===== src/rtl/vbr_pkg.sv =====
// Package for the bus requester: register map, field layout, timing and shared types
package vbr_pkg;

  // Register byte offsets on the Wishbone slave
  localparam logic [7:0] CTRL_OFS = 8'h00;
  localparam logic [7:0] STAT_OFS = 8'h04;

  // Control register reset value (request level 3, demand mode, release when done)
  localparam logic [31:0] CTRL_RST = 32'h0000_0003;
  // Writable bits of the control register; reserved bits read zero
  localparam logic [31:0] CTRL_WMASK = 32'hFEFF_0F7F;

  // Request level selecting the default line
  localparam logic [1:0] LEVEL_DEFAULT = 2'h3;

  // Tenure field value meaning done after every posted write
  localparam logic [3:0] POSTED_WRITE_TENURE_BYTES_EACH_WRITE = 4'hF;

  // DMA request threshold in bytes
  localparam int DMA_CHUNK_BYTES = 64;

  // Clock period and off-timer unit
  localparam int CLK_PERIOD_NS = 4;
  localparam int OFF_UNIT_NS = 1000;
  localparam int OFF_UNIT_CYC = (OFF_UNIT_NS + CLK_PERIOD_NS - 1) / CLK_PERIOD_NS;

  // Cycles for which our own dropped request may still show on the filtered lines
  localparam logic [2:0] BR_ECHO_CYC = 3'h6;

  // Position of the synchronised pin groups inside the sampled vector
  localparam int SYN_BR_LSB = 0;
  localparam int SYN_BGIN_LSB = 4;
  localparam int SYN_BBSY_BIT = 8;
  localparam int SYN_IRQ_LSB = 9;
  localparam int SYN_W = 16;
  localparam logic [SYN_W-1:0] SYN_RST = 16'hFFFF;

  // One-hot grant of the master interface
  localparam logic [2:0] GR_NONE = 3'h0;
  localparam logic [2:0] GR_IRQ = 3'h1;
  localparam logic [2:0] GR_TGT = 3'h2;
  localparam logic [2:0] GR_DMA = 3'h4;

  // Bus tenure states
  typedef enum logic [1:0] {
    VS_IDLE = 2'b00,
    VS_REQ = 2'b01,
    VS_OWN = 2'b10
  } vbr_vstate_e;

  // Control register layout (master_control_reg)
  typedef struct packed {
    logic [6:0] irq_en;        // 31:25 enables for interrupt lines 7..1
    logic rsv3;                // 24
    logic [7:0] off_time;      // 23:16 DMA off interval in units
    logic [3:0] rsv2;          // 15:12
    logic [3:0] posted_write_tenure_bytes;          // 11:8 posted_write_tenure_bytes
    logic rsv1;                // 7
    logic off_en;              // 6 DMA off-timer enable
    logic own_irq_en;          // 5 interrupt on ownership ack
    logic own_req;             // 4 ownership_request_bit
    logic release_on_request;                 // 3 release_mode_select: 1 release_on_request
    logic fair;                // 2 request_mode_select: 1 fair
    logic [1:0] level;         // 1:0 request_level_field
  } vbr_ctrl_s;

  // Status register layout
  typedef struct packed {
    logic [23:0] rsv;          // 31:8
    logic [1:0] vstate;        // 7:6
    logic [2:0] grant;         // 5:3
    logic tx_empty;            // 2 tx_queue_empty_flag
    logic own_busy;            // 1 own_busy_status, 0 while driving busy
    logic own_ack;             // 0 ownership_ack_bit
  } vbr_stat_s;

endpackage


===== src/rtl/vbr_requester.sv =====
// Bus requester: internal channel arbiter, bus request and release, Wishbone registers
// Function
// Interrupt channel always wins; DMA and host target alternate fairly.
// A granted channel keeps the master interface until its own completion.
// Interrupt channel requests when an enabled interrupt line is asserted.
// Target channel requests on a complete queued write or coupled cycle request.
// DMA requests at 64 bytes free/held, or when its block ends.
// With off-timer enabled, DMA stays off the bus for the programmed interval.
// Ownership request acquires the bus, sets ownership ack, optional host interrupt.
// Bus held until software clears the ownership request; busy not released.
// During an ownership tenure DMA is blocked from the master interface.
// Request level field picks one of four request lines, default level 3.
// Fair mode waits until no request is pending on our level.
// Demand mode (default) requests whenever needed, ignoring the level line.
// Release on request: drop busy only when others request and owner done.
// Release on request, no requests pending: next channel keeps the bus.
// Release when done (default): drop busy as soon as the owner is done.
// Own busy status reads 0 while this block drives busy.
// Interrupt channel done after exactly one acknowledge cycle.
// Target done on empty queue or tenure byte limit reached.
// Tenure field all ones: target done after each posted write.
// Target done on coupled completion plus window expiry, or request timeout.
// Byte limit ignored while ownership request holds the bus.
// DMA done on full, empty, error, tenure counter expiry or block end.
// Bus clear is not monitored; tenure never shortened by it.
// After granting target or DMA, the other wins the next tie.
module vbr_requester #(
  parameter int DMA_DEPTH_BYTES = 256,
  parameter int FILL_W = 9,
  parameter int POSTED_WRITE_TENURE_BYTES_SHIFT = 7
) (
  // Clock and reset
  input wire logic I_CLK,
  input wire logic I_NRST,
  // Wishbone slave
  input wire logic I_WB_CYC,
  input wire logic I_WB_STB,
  input wire logic I_WB_WE,
  input wire logic [7:0] I_WB_ADR,
  input wire logic [3:0] I_WB_SEL,
  input wire logic [31:0] I_WB_DAT,
  output logic [31:0] O_WB_DAT,
  output logic O_WB_ACK,
  output logic O_WB_ERR,
  // Interrupt channel
  input wire logic [7:1] I_IRQ_N,
  input wire logic I_IACK_DONE,
  // Host target channel
  input wire logic I_TX_HAS_TXN,
  input wire logic I_TX_EMPTY,
  input wire logic I_TGT_BEAT,
  input wire logic [7:0] I_TGT_BYTES,
  input wire logic I_TGT_PWR_DONE,
  input wire logic I_CPL_REQ,
  input wire logic I_CPL_DONE,
  input wire logic I_CWIN_EXP,
  input wire logic I_CREQ_TMO,
  // DMA channel
  input wire logic I_DMA_ACTIVE,
  input wire logic I_DMA_TO_VME,
  input wire logic [FILL_W-1:0] I_DMA_FILL,
  input wire logic I_DMA_BLK_END,
  input wire logic I_DMA_BLK_DONE,
  input wire logic I_DMA_ERR,
  input wire logic I_DMA_TENURE_EXP,
  // Master interface grant
  output logic [2:0] O_GRANT,
  output logic O_OWN_IRQ,
  // Bus arbitration pins
  input wire logic [3:0] I_BR_N,
  output logic [3:0] O_BR_O,
  output logic [3:0] O_BR_OE,
  input wire logic [3:0] I_BGIN_N,
  output logic [3:0] O_BGOUT_N,
  input wire logic I_BBSY_N,
  output logic O_BBSY_O,
  output logic O_BBSY_OE
);

  vbr_pkg::vbr_ctrl_s ctrl;
  vbr_pkg::vbr_vstate_e vstate;
  vbr_pkg::vbr_vstate_e next_vstate;
  logic [vbr_pkg::SYN_W-1:0] syn1, syn2, syn3, synf;
  logic [2:0] grant, next_grant;
  logic own_ack, iack_served, tgt_last, tgt_coupled, cpl_seen;
  logic [15:0] tgt_bytes;
  logic [17:0] off_cnt;
  logic [3:0] lvl_onehot, br_n_f, bgin_n_f;
  logic bbsy_free, br_at_level, others_req;
  logic [2:0] br_echo;
  logic irq_req, tgt_req, dma_req, want_bus, arb_ok;
  logic tgt_done, dma_done, ch_done, rel_now, lim_hit;
  logic [FILL_W-1:0] dma_free;
  logic [15:0] tgt_limit;
  logic wb_req, wb_hit;
  logic [31:0] wr_merge;
  vbr_pkg::vbr_stat_s stat;

  // Pin sampling: three stages, a change is taken once stages two and three agree
  always_ff @(posedge I_CLK or negedge I_NRST) begin
    if (!I_NRST) begin
      syn1 <= vbr_pkg::SYN_RST;
      syn2 <= vbr_pkg::SYN_RST;
      syn3 <= vbr_pkg::SYN_RST;
      synf <= vbr_pkg::SYN_RST;
    end else begin
      syn1 <= {I_IRQ_N, I_BBSY_N, I_BGIN_N, I_BR_N};
      syn2 <= syn1;
      syn3 <= syn2;
      synf <= ((syn2 ~^ syn3) & syn3) | ((syn2 ^ syn3) & synf);
    end
  end

  // Filtered pin views; bus clear is deliberately not sampled at all
  assign br_n_f = synf[vbr_pkg::SYN_BR_LSB +: 4];
  assign bgin_n_f = synf[vbr_pkg::SYN_BGIN_LSB +: 4];
  assign bbsy_free = synf[vbr_pkg::SYN_BBSY_BIT];
  assign lvl_onehot = 4'h1 << ctrl.level;
  assign br_at_level = |(~br_n_f & lvl_onehot);
  assign others_req = |(~br_n_f & ~(lvl_onehot & {4{br_echo != 3'h0}}));

  // Own request echo: mask our level until the filter no longer shows our request
  always_ff @(posedge I_CLK or negedge I_NRST) begin
    if (!I_NRST) begin
      br_echo <= 3'h0;
    end else if (O_BR_OE != 4'h0) begin
      br_echo <= vbr_pkg::BR_ECHO_CYC;
    end else if (br_echo != 3'h0) begin
      br_echo <= br_echo - 3'h1;
    end
  end

  // Interrupt channel request on an enabled, not yet served line
  assign irq_req = (|(~synf[vbr_pkg::SYN_IRQ_LSB +: 7] & ctrl.irq_en)) & !iack_served;

  // Target channel request
  assign tgt_req = I_TX_HAS_TXN | I_CPL_REQ;

  // DMA channel request with off-timer qualification
  assign dma_free = FILL_W'(DMA_DEPTH_BYTES) - I_DMA_FILL;
  assign dma_req = I_DMA_ACTIVE && (off_cnt == 18'h0_0000) &&
                   ((I_DMA_TO_VME ? (I_DMA_FILL >= FILL_W'(vbr_pkg::DMA_CHUNK_BYTES))
                                  : (dma_free >= FILL_W'(vbr_pkg::DMA_CHUNK_BYTES)))
                    || I_DMA_BLK_END);

  // Anything that needs the bus
  assign want_bus = irq_req | tgt_req | (dma_req & !ctrl.own_req) | (ctrl.own_req & !own_ack);

  // Target completion conditions
  assign tgt_limit = 16'(({12'h000, ctrl.posted_write_tenure_bytes} + 16'h0001) << POSTED_WRITE_TENURE_BYTES_SHIFT);
  assign lim_hit = !ctrl.own_req && (tgt_bytes >= tgt_limit);
  always_comb begin
    if (tgt_coupled) begin
      tgt_done = ((cpl_seen | I_CPL_DONE) & I_CWIN_EXP) | I_CREQ_TMO;
    end else begin
      tgt_done = I_TX_EMPTY | lim_hit
                 | ((ctrl.posted_write_tenure_bytes == vbr_pkg::POSTED_WRITE_TENURE_BYTES_EACH_WRITE) & I_TGT_PWR_DONE);
    end
  end

  // DMA completion conditions
  assign dma_done = (!I_DMA_TO_VME && (dma_free == '0)) || (I_DMA_TO_VME && (I_DMA_FILL == '0))
                    || I_DMA_ERR || I_DMA_TENURE_EXP || I_DMA_BLK_DONE;

  // Completion of whichever channel holds the grant
  always_comb begin
    case (grant)
      vbr_pkg::GR_IRQ: ch_done = I_IACK_DONE;
      vbr_pkg::GR_TGT: ch_done = tgt_done;
      vbr_pkg::GR_DMA: ch_done = dma_done;
      default: ch_done = 1'b0;
    endcase
  end

  // Release decision while owning the bus
  always_comb begin
    if (ctrl.own_req) begin
      rel_now = 1'b0;
    end else if (grant == vbr_pkg::GR_NONE) begin
      rel_now = ctrl.release_on_request ? others_req : !want_bus;
    end else begin
      rel_now = ch_done && (!ctrl.release_on_request || others_req);
    end
  end

  // Arbiter may hand out the master interface
  assign arb_ok = (vstate == vbr_pkg::VS_OWN) && (grant == vbr_pkg::GR_NONE) && !rel_now;

  // Next grant: interrupt first, then alternate target and DMA
  always_comb begin
    next_grant = grant;
    if (vstate != vbr_pkg::VS_OWN) begin
      next_grant = vbr_pkg::GR_NONE;
    end else if (grant != vbr_pkg::GR_NONE) begin
      if (ch_done) begin
        next_grant = vbr_pkg::GR_NONE;
      end
    end else if (arb_ok) begin
      if (irq_req) begin
        next_grant = vbr_pkg::GR_IRQ;
      end else if (tgt_req && dma_req && !ctrl.own_req) begin
        next_grant = tgt_last ? vbr_pkg::GR_DMA : vbr_pkg::GR_TGT;
      end else if (tgt_req) begin
        next_grant = vbr_pkg::GR_TGT;
      end else if (dma_req && !ctrl.own_req) begin
        next_grant = vbr_pkg::GR_DMA;
      end
    end
  end

  // Bus tenure sequence
  always_comb begin
    next_vstate = vstate;
    case (vstate)
      vbr_pkg::VS_IDLE: begin
        if (want_bus && (!ctrl.fair || !br_at_level)) begin
          next_vstate = vbr_pkg::VS_REQ;
        end
      end
      vbr_pkg::VS_REQ: begin
        if (bbsy_free && |(~bgin_n_f & lvl_onehot)) begin
          next_vstate = vbr_pkg::VS_OWN;
        end
      end
      vbr_pkg::VS_OWN: begin
        if (rel_now) begin
          next_vstate = vbr_pkg::VS_IDLE;
        end
      end
      default: next_vstate = vbr_pkg::VS_IDLE;
    endcase
  end

  // Tenure state and grant registers
  always_ff @(posedge I_CLK or negedge I_NRST) begin
    if (!I_NRST) begin
      vstate <= vbr_pkg::VS_IDLE;
      grant <= vbr_pkg::GR_NONE;
    end else begin
      vstate <= next_vstate;
      grant <= next_grant;
    end
  end

  // Fairness memory between target and DMA
  always_ff @(posedge I_CLK or negedge I_NRST) begin
    if (!I_NRST) begin
      tgt_last <= 1'b0;
    end else if (grant == vbr_pkg::GR_NONE && next_grant == vbr_pkg::GR_TGT) begin
      tgt_last <= 1'b1;
    end else if (grant == vbr_pkg::GR_NONE && next_grant == vbr_pkg::GR_DMA) begin
      tgt_last <= 1'b0;
    end
  end

  // Served interrupt: set on acknowledge done (set wins), cleared when lines drop
  always_ff @(posedge I_CLK or negedge I_NRST) begin
    if (!I_NRST) begin
      iack_served <= 1'b0;
    end else if (grant == vbr_pkg::GR_IRQ && I_IACK_DONE) begin
      iack_served <= 1'b1;
    end else if (!(|(~synf[vbr_pkg::SYN_IRQ_LSB +: 7] & ctrl.irq_en))) begin
      iack_served <= 1'b0;
    end
  end

  // Target tenure bookkeeping: mode latch, byte count, coupled completion seen
  always_ff @(posedge I_CLK or negedge I_NRST) begin
    if (!I_NRST) begin
      tgt_coupled <= 1'b0;
      tgt_bytes <= 16'h0000;
      cpl_seen <= 1'b0;
    end else if (grant != vbr_pkg::GR_TGT) begin
      tgt_coupled <= I_CPL_REQ && !I_TX_HAS_TXN;
      tgt_bytes <= 16'h0000;
      cpl_seen <= 1'b0;
    end else begin
      if (I_TGT_BEAT) begin
        tgt_bytes <= tgt_bytes + {8'h00, I_TGT_BYTES};
      end
      if (I_CPL_DONE) begin
        cpl_seen <= 1'b1;
      end
    end
  end

  // DMA off-timer: loaded when the DMA tenure ends, counts down to zero
  always_ff @(posedge I_CLK or negedge I_NRST) begin
    if (!I_NRST) begin
      off_cnt <= 18'h0_0000;
    end else if (grant == vbr_pkg::GR_DMA && dma_done && ctrl.off_en) begin
      off_cnt <= 18'(ctrl.off_time * vbr_pkg::OFF_UNIT_CYC);
    end else if (off_cnt != 18'h0_0000) begin
      off_cnt <= off_cnt - 18'h0_0001;
    end
  end

  // Ownership acknowledge follows the software request once the bus is held
  always_ff @(posedge I_CLK or negedge I_NRST) begin
    if (!I_NRST) begin
      own_ack <= 1'b0;
      O_OWN_IRQ <= 1'b0;
    end else begin
      own_ack <= ctrl.own_req && (own_ack || vstate == vbr_pkg::VS_OWN);
      O_OWN_IRQ <= ctrl.own_irq_en && ctrl.own_req && (own_ack || vstate == vbr_pkg::VS_OWN);
    end
  end

  // Pin drivers: request at the programmed level, busy while owning, grant daisy chain
  always_ff @(posedge I_CLK or negedge I_NRST) begin
    if (!I_NRST) begin
      O_BR_O <= 4'h0;
      O_BR_OE <= 4'h0;
      O_BBSY_O <= 1'b0;
      O_BBSY_OE <= 1'b0;
      O_BGOUT_N <= 4'hF;
      O_GRANT <= vbr_pkg::GR_NONE;
    end else begin
      O_BR_O <= 4'h0;
      O_BR_OE <= (next_vstate == vbr_pkg::VS_REQ) ? lvl_onehot : 4'h0;
      O_BBSY_O <= 1'b0;
      O_BBSY_OE <= (next_vstate == vbr_pkg::VS_OWN);
      O_BGOUT_N <= bgin_n_f | (lvl_onehot & {4{next_vstate != vbr_pkg::VS_IDLE}});
      O_GRANT <= next_grant;
    end
  end

  // Status view; busy status reads 0 while driving busy
  always_comb begin
    stat = '0;
    stat.own_ack = own_ack;
    stat.own_busy = !O_BBSY_OE;
    stat.tx_empty = I_TX_EMPTY;
    stat.grant = grant;
    stat.vstate = vstate;
  end

  // Wishbone decode and byte-lane merge
  assign wb_req = I_WB_CYC && I_WB_STB && !O_WB_ACK && !O_WB_ERR;
  assign wb_hit = (I_WB_ADR[7:2] == vbr_pkg::CTRL_OFS[7:2]) || (I_WB_ADR[7:2] == vbr_pkg::STAT_OFS[7:2]);
  always_comb begin
    wr_merge = ctrl;
    for (int b = 0; b < 4; b++) begin
      if (I_WB_SEL[b]) begin
        wr_merge[b*8 +: 8] = I_WB_DAT[b*8 +: 8];
      end
    end
  end

  // Control register write, taken at the edge that sees the acknowledge
  always_ff @(posedge I_CLK or negedge I_NRST) begin
    if (!I_NRST) begin
      ctrl <= vbr_pkg::vbr_ctrl_s'(vbr_pkg::CTRL_RST);
    end else if (I_WB_CYC && I_WB_STB && O_WB_ACK && I_WB_WE && I_WB_ADR[7:2] == vbr_pkg::CTRL_OFS[7:2]) begin
      ctrl <= vbr_pkg::vbr_ctrl_s'(wr_merge & vbr_pkg::CTRL_WMASK);
    end
  end

  // Bus answer: one cycle after the request, dropped the cycle after
  always_ff @(posedge I_CLK or negedge I_NRST) begin
    if (!I_NRST) begin
      O_WB_ACK <= 1'b0;
      O_WB_ERR <= 1'b0;
      O_WB_DAT <= 32'h0000_0000;
    end else begin
      O_WB_ACK <= wb_req && wb_hit;
      O_WB_ERR <= wb_req && !wb_hit;
      if (wb_req && !I_WB_WE && I_WB_ADR[7:2] == vbr_pkg::CTRL_OFS[7:2]) begin
        O_WB_DAT <= ctrl;
      end else if (wb_req && !I_WB_WE && I_WB_ADR[7:2] == vbr_pkg::STAT_OFS[7:2]) begin
        O_WB_DAT <= stat;
      end else begin
        O_WB_DAT <= 32'h0000_0000;
      end
    end
  end
endmodule


===== config.mk =====
export PLATFORM = sky130hd
export DESIGN_NAME = vbr_requester
export DESIGN_NICKNAME = d
export VERILOG_FILES = /design/src/rtl/vbr_pkg.sv /design/src/rtl/vbr_requester.sv
export SDC_FILE = /design/constraint.sdc
export NUM_CORES = 1
export LEC_CHECK = 0
export BUFFER_PORTS_ARGS = -buffer_cell sky130_fd_sc_hd__buf_2
export CORE_MARGIN = 2
export CORE_UTILIZATION = 40
export DETAILED_ROUTE_END_ITERATION = 10
export HOLD_SLACK_MARGIN = 0.03
export MAX_ROUTING_LAYER = met4
export PLACE_DENSITY = 0.59
export SYNTH_ARGS = -nofsm -noshare
export SYNTH_HDL_FRONTEND = slang
export SYNTH_SLANG_ARGS = --single-unit

===== constraint.sdc =====
create_clock -name I_CLK -period 5.1 [get_ports I_CLK]
set_clock_uncertainty 0.15 [all_clocks]
set_input_delay 0.51 -clock I_CLK [delete_from_list [all_inputs] [get_ports I_CLK]]
set_output_delay 0.51 -clock I_CLK [all_outputs]
set_load 0.05 [all_outputs]

### After elaboration in Yosys (flattened, before gate mapping)

Cells that the tools add are included.

| word-level totals | value |
|---|---|
| logic and storage cells | 198 |
| input port bits | 97 |
| flip-flop bits (word level) | 181 |
| output and inout port bits | 52 |

| cells by class | value |
|---|---|
| reductions and logical operators | 81 |
| multipliers | 1 |
| multiplexer cells | 34 |
| $add $sub $neg | 5 |
| bitwise logic cells | 29 |
| equal/unequal tests | 14 |
| shift-type cells | 1 |
| $lt $le $gt $ge | 3 |

Operators by type and width:

| cell | count |
|---|---|
| 18-bit 2-to-1 mux | 2 |
| 1-bit logical AND | 33 |
| 3-bit 2-to-1 mux | 11 |
| 16-bit AND | 2 |
| 16-bit 2-to-1 mux | 2 |
| 32-bit 2-to-1 mux | 1 |
| 4-bit AND | 5 |
| 9-bit by 7-bit greater-or-equal comparator with 1-bit output (second input constant) | 2 |
| 18-bit logical NOT | 1 |
| 9-bit logical NOT | 2 |
| 18-bit nonzero test | 1 |
| 18-bit by 1-bit subtractor with 18-bit output (second input constant) | 1 |
| 16-bit by 8-bit adder with 16-bit output | 1 |
| 16-bit by 12-bit greater-or-equal comparator with 1-bit output | 1 |
| 16-bit bitwise OR | 1 |
| 16-bit bitwise XNOR | 1 |
| 16-bit bitwise XOR | 1 |
| 1-bit logical NOT | 15 |
| 8-bit by 7-bit multiplier with 15-bit output (second input constant) | 1 |
| 4-bit inverter | 3 |
| 2-bit nonzero test | 6 |
| 4-bit OR reduction | 3 |
| 1-bit 2-to-1 mux | 11 |
| 1-bit logical OR | 9 |
| 30 further kinds | 52 |

### Logic depth before layout (Yosys ltp)

| depth | value |
|---|---|
| word-level depth | 21 |
| mapped depth | 14 |
| mapped depth without buffers | 14 |

### Least setup slack after synthesis

No wires, ideal clock.

| timing | value |
|---|---|
| path type | register -> register |
| start point | register ctrl[16] (netlist bit) |
| end point | register off_cnt[15] |
| slack | 0.998 ns |
| library setup time | 0.135 ns |
| buffers on the path | 0 |
| required time | 4.815 ns |
| stages on the path, launching flop included | 15 |
| arrival time | 3.817 ns |
| clock period less this slack | 4.102 ns |
| cell sequence | dfrtp_1 fa_1 inv_1 fa_1 fa_1 inv_1 fa_1 ha_1 o21ai_0 o21bai_1 a31o_2 a41oi_1 a21oi_1 xnor2_1 o22ai_1 |

| on the way | value |
|---|---|
| word-level cells in the longest chain between the ends | 2 |

RTL lines:

| what | line | text |
|---|---|---|
| from (decl) | vbr_requester.sv:80 | `vbr_pkg::vbr_ctrl_s ctrl;` |
| from (signal assigned) | vbr_requester.sv:353 | `ctrl <= vbr_pkg::vbr_ctrl_s'(vbr_pkg::CTRL_RST);` |
| from (signal assigned) | vbr_requester.sv:355 | `ctrl <= vbr_pkg::vbr_ctrl_s'(wr_merge & vbr_pkg::CTRL_WMASK);` |
| 8-bit by 7-bit multiplier with 15-bit output | vbr_requester.sv:292 | `off_cnt <= 18'(ctrl.off_time * vbr_pkg::OFF_UNIT_CYC);` |
| 18-bit 2-to-1 mux | vbr_requester.sv:291 | `end else if (grant == vbr_pkg::GR_DMA && dma_done && ctrl.off_en) begin` |
| to (signal assigned) | vbr_requester.sv:292 |  |
| to (signal assigned) | vbr_requester.sv:294 | `off_cnt <= off_cnt - 18'h0_0001;` |
| to (decl) | vbr_requester.sv:87 | `logic [17:0] off_cnt;` |

Every way passes these cells.
A chain may end at the register's enable or synchronous reset.

### Worst setup path after layout

Same ends and word-level chain as after synthesis.

==> out/results.ini <==
[sta]
maxSlewViolCount = 0
setup_tns_ns = 0
max_freq_mhz = 227
fin_crit_sh_pct = 86.4
setup_viol = 0
rsz0062_at_grt = no
hold_violations = 0
slew_headroom_pct = 29.1
fin_crit_ns = 4.40
worst_slew_pin_slew_ns = 1.04

[route]
ant_nets = 0
firstDrtPassIters = 4
via_per_inst = 4.92
wl_per_cell_um = 15.5
drc_errors = 0
vias = 5968
drt-initial-drc-count = 276
routed_wl_um = 18800

[cells_and_area]
final_cell_area_sq_mm = 0.0107
antennaDiodeCount = 0
syn2layout_area_growth_pct = 18.7
final_nets = 1110
drive_gt1_share_pct = 30.0

[clock_tree]
cts_tree = yes
clk_pin_slew_worst_paths_ns = 0.08
htreeDepth = 4
root_buffer = clkbuf_16
postCtsSetupBuffers = 0
cts_buffers = 17
clkLatencyLatePin_ns = 0.43
clock_sinks = 176
clockBufferDepth = 2

[worst_hold_path]
min_path_type = input port to asynchronous set/reset pin

[yosys]
synth_common_cells = dfrtp_1, ha_1, dfstp_2, nor2_1, inv_1
yosys.area_share.xor_xnor_pct = 4.09
synth_top_family_by_area = adder cells
ys_top_cells_by_area = dfrtp_1, dfstp_2, ha_1
synth_top_area_share_pct = 29.5
ys.flop_type = dfrtp_1
synth_area_leader_cell = dfrtp_1
synthDistinctLibCells = 64
synth_mux_area_share_pct = 5.66
synth-simple-area-share_pct = 12.3
synth_adder_area_share_pct = 15.0
syn_inst = 769
netlist_area_sq_mm = 0.00899
yosysMostFrequentCell = dfrtp_1
ys.warnings.count = 0
syn_avg_cell_area_sq_um = 11.7
ys_ff_latch = 176
synth_edf_count = 0
synth_compound_area_share_pct = 9.27
ys_async_sr_fraction_pct = 100
seq_area_frac_synth_pct = 50.0

[global_route]
grtUsageMet1_pct = 22.4
gr-usage-met2_pct = 26.6
grtUsageMet3_pct = 3.97
grt_usage_pct = 17.0
overflow = 0
antenna_found_initial = 0
grt.busiest_layer = met2
grt_max_degree = 101
grt_pass1_vias = 5993
grt_pass1_wl_um = 31000

[power_and_ir_drop]
power_density_mw_per_mm2 = 305
p_leak_nw = 5.39
vdd_ir_drop_max_v = 0.000170

[floorplan]
fp.dieH_um = 154
core_region_area_sq_mm = 0.0220
die_area_sq_mm = 0.0237
num_io_pins = 149
start_util_pct = 41.0
rows = 54
die_x_um = 154

[setup_path]
worstPathArrival_ns = 4.56
crit_fanout = 7
cp_slowest_cell = fa_1
r2r-end = off_cnt[15]
reg2reg_from = ctrl[16]
crit_required_ns = 5.25
cp-end-kind = register
cp-start-kind = register
cpLargestDelayFamily = adder cells
worst-r2r-setup-slack_ns = 0.70
critPathBufInv = 2
cpMostUsedCell = fa_1
critPathMaxStageDelay_ns = 0.60
crit_type = register to register
path_cells = fa_1, inv_1, fa_1, fa_1, inv_1, fa_1, ha_1, o21ai_0, o21bai_1, a31o_2, a41oi_1, a21oi_1, xnor2_1, o22ai_1
ff2ff_path_depth = 14

[placement]
portBuffers = 130
dpl_cell_area_sq_mm = 0.00992
hpwl_um = 13800
gp_congestion = 0.844

[flow_run]
cap_violations = 0

[run_status]
outcome = complete, no violations

## worst max path at each step
stage	cells after the start	end	from	slack, ns
after floorplan	14	off_cnt[15]	ctrl[16]	1.0
after CTS	14	off_cnt[15]	ctrl[16]	0.68
final	14	off_cnt[15]	ctrl[16]	0.70
after global routing	14	off_cnt[15]	ctrl[18]	0.51
after global placement	14	off_cnt[15]	ctrl[16]	0.75
after detailed placement	14	off_cnt[15]	ctrl[16]	0.69
## cell type report
type,instances,area [sq um]
repair buffers,152,862
fillers,1995,11300
clock buffers,19,454
multi-input cells,526,4200
well taps,280,350
inverters,46,173
clock inverters,13,140
flip-flops and latches,176,4490
## worst reg2reg max path: stages, from the launching register on
cell      delay (ns)
dfrtp_1         0.50
fa_1            0.60
inv_1           0.06
fa_1            0.49
fa_1            0.52
inv_1           0.05
fa_1            0.45
ha_1            0.34
o21ai_0         0.09
o21bai_1        0.10
a31o_2          0.27
a41oi_1         0.26
a21oi_1         0.12
xnor2_1         0.19
o22ai_1         0.09
## metrics by stage
stage	cells	hold WS [ns]	total power [mW]	utilization (%)	worst slack [ns]
final	1212	0.00117	3.25	48.6	0.696
after global routing	1212	0.0820	3.40	48.6	0.508
after CTS	1212	0.0657	3.30	48.6	0.676
after detailed placement	1164	0.197	1.98	45.2	0.692
after global placement	1164	0.195	1.97	45.2	0.750
after floorplan	778	0.0644	1.85	-	0.998
## logic make-up (layout without fill, tap and decap cells)
kind of cell             Yosys count  after routing
AO/OA/AOI/OAI                    122            122
XOR/XNOR                          42             42
multiplexers                      45             45
adder cells (fa/ha/maj)           94             94
flip-flops                       176            176
buffers and inverters             76            230
AND/OR/NAND/NOR                  213            213
other                              1             10
## where the power goes
| part | internal [mW] | leakage [nW] | switching (mW) |
|---|---|---|---|
| clock | 0.684 | 0.290 | 0.610 |
| combinational | 0.149 | 2.93 | 0.246 |
| sequential | 1.50 | 2.17 | 0.0632 |
| total | 2.33 | 5.39 | 0.919 |
## layout by cell type, fill, tap and decap left out, types with 6 or more instances in the layout
cell | netlist | routed
a21o_1 | 22 | 22
a21oi_1 | 29 | 29
and2_1 | 19 | 19
buf_2 | 1 | 129
buf_4 | 13 | 6
clkbuf_16 | 0 | 18
conb_1 | 1 | 10
dfrtp_1 | 106 | 106
dfstp_2 | 70 | 70
dlygate4sd3_1 | 0 | 16
fa_1 | 23 | 23
ha_1 | 71 | 71
inv_1 | 46 | 46
inv_8 | 0 | 6
mux2_2 | 27 | 27
mux2i_1 | 16 | 16
nand2_1 | 34 | 34
nand2b_1 | 12 | 12
nand3_1 | 17 | 17
nor2_1 | 63 | 63
nor2b_1 | 8 | 8
nor3_1 | 19 | 19
nor4_1 | 8 | 8
o211ai_1 | 7 | 7
o21ai_0 | 15 | 15
o21ai_1 | 6 | 6
o21bai_1 | 6 | 6
xnor2_1 | 28 | 28
xor2_1 | 14 | 14
## sequential cells by signal, indices dropped and copies added (netlist names), 2 cells and up
name,count
ctrl,26
synf,16
O_GRANT,3
tgt_bytes,16
syn2,16
syn3,16
vstate,2
off_cnt,18
O_BR_OE,4
O_WB_DAT,27
br_echo,3
syn1,16
O_BGOUT_N,4
## metal layers
metal / share of wire (%) / routed length, um
met2: 47 / 8800
met5: 0 / 0
met4: 1.0 / 193
met3: 4.1 / 770
met1: 48 / 9060
## timing repair
action / 4_1_cts / 5_1_grt
hold buffers: 16 / 0
hold endpoints to repair: 16 / 0
resized for setup: 0 / 0
Power figures use the tool's default switching activity.
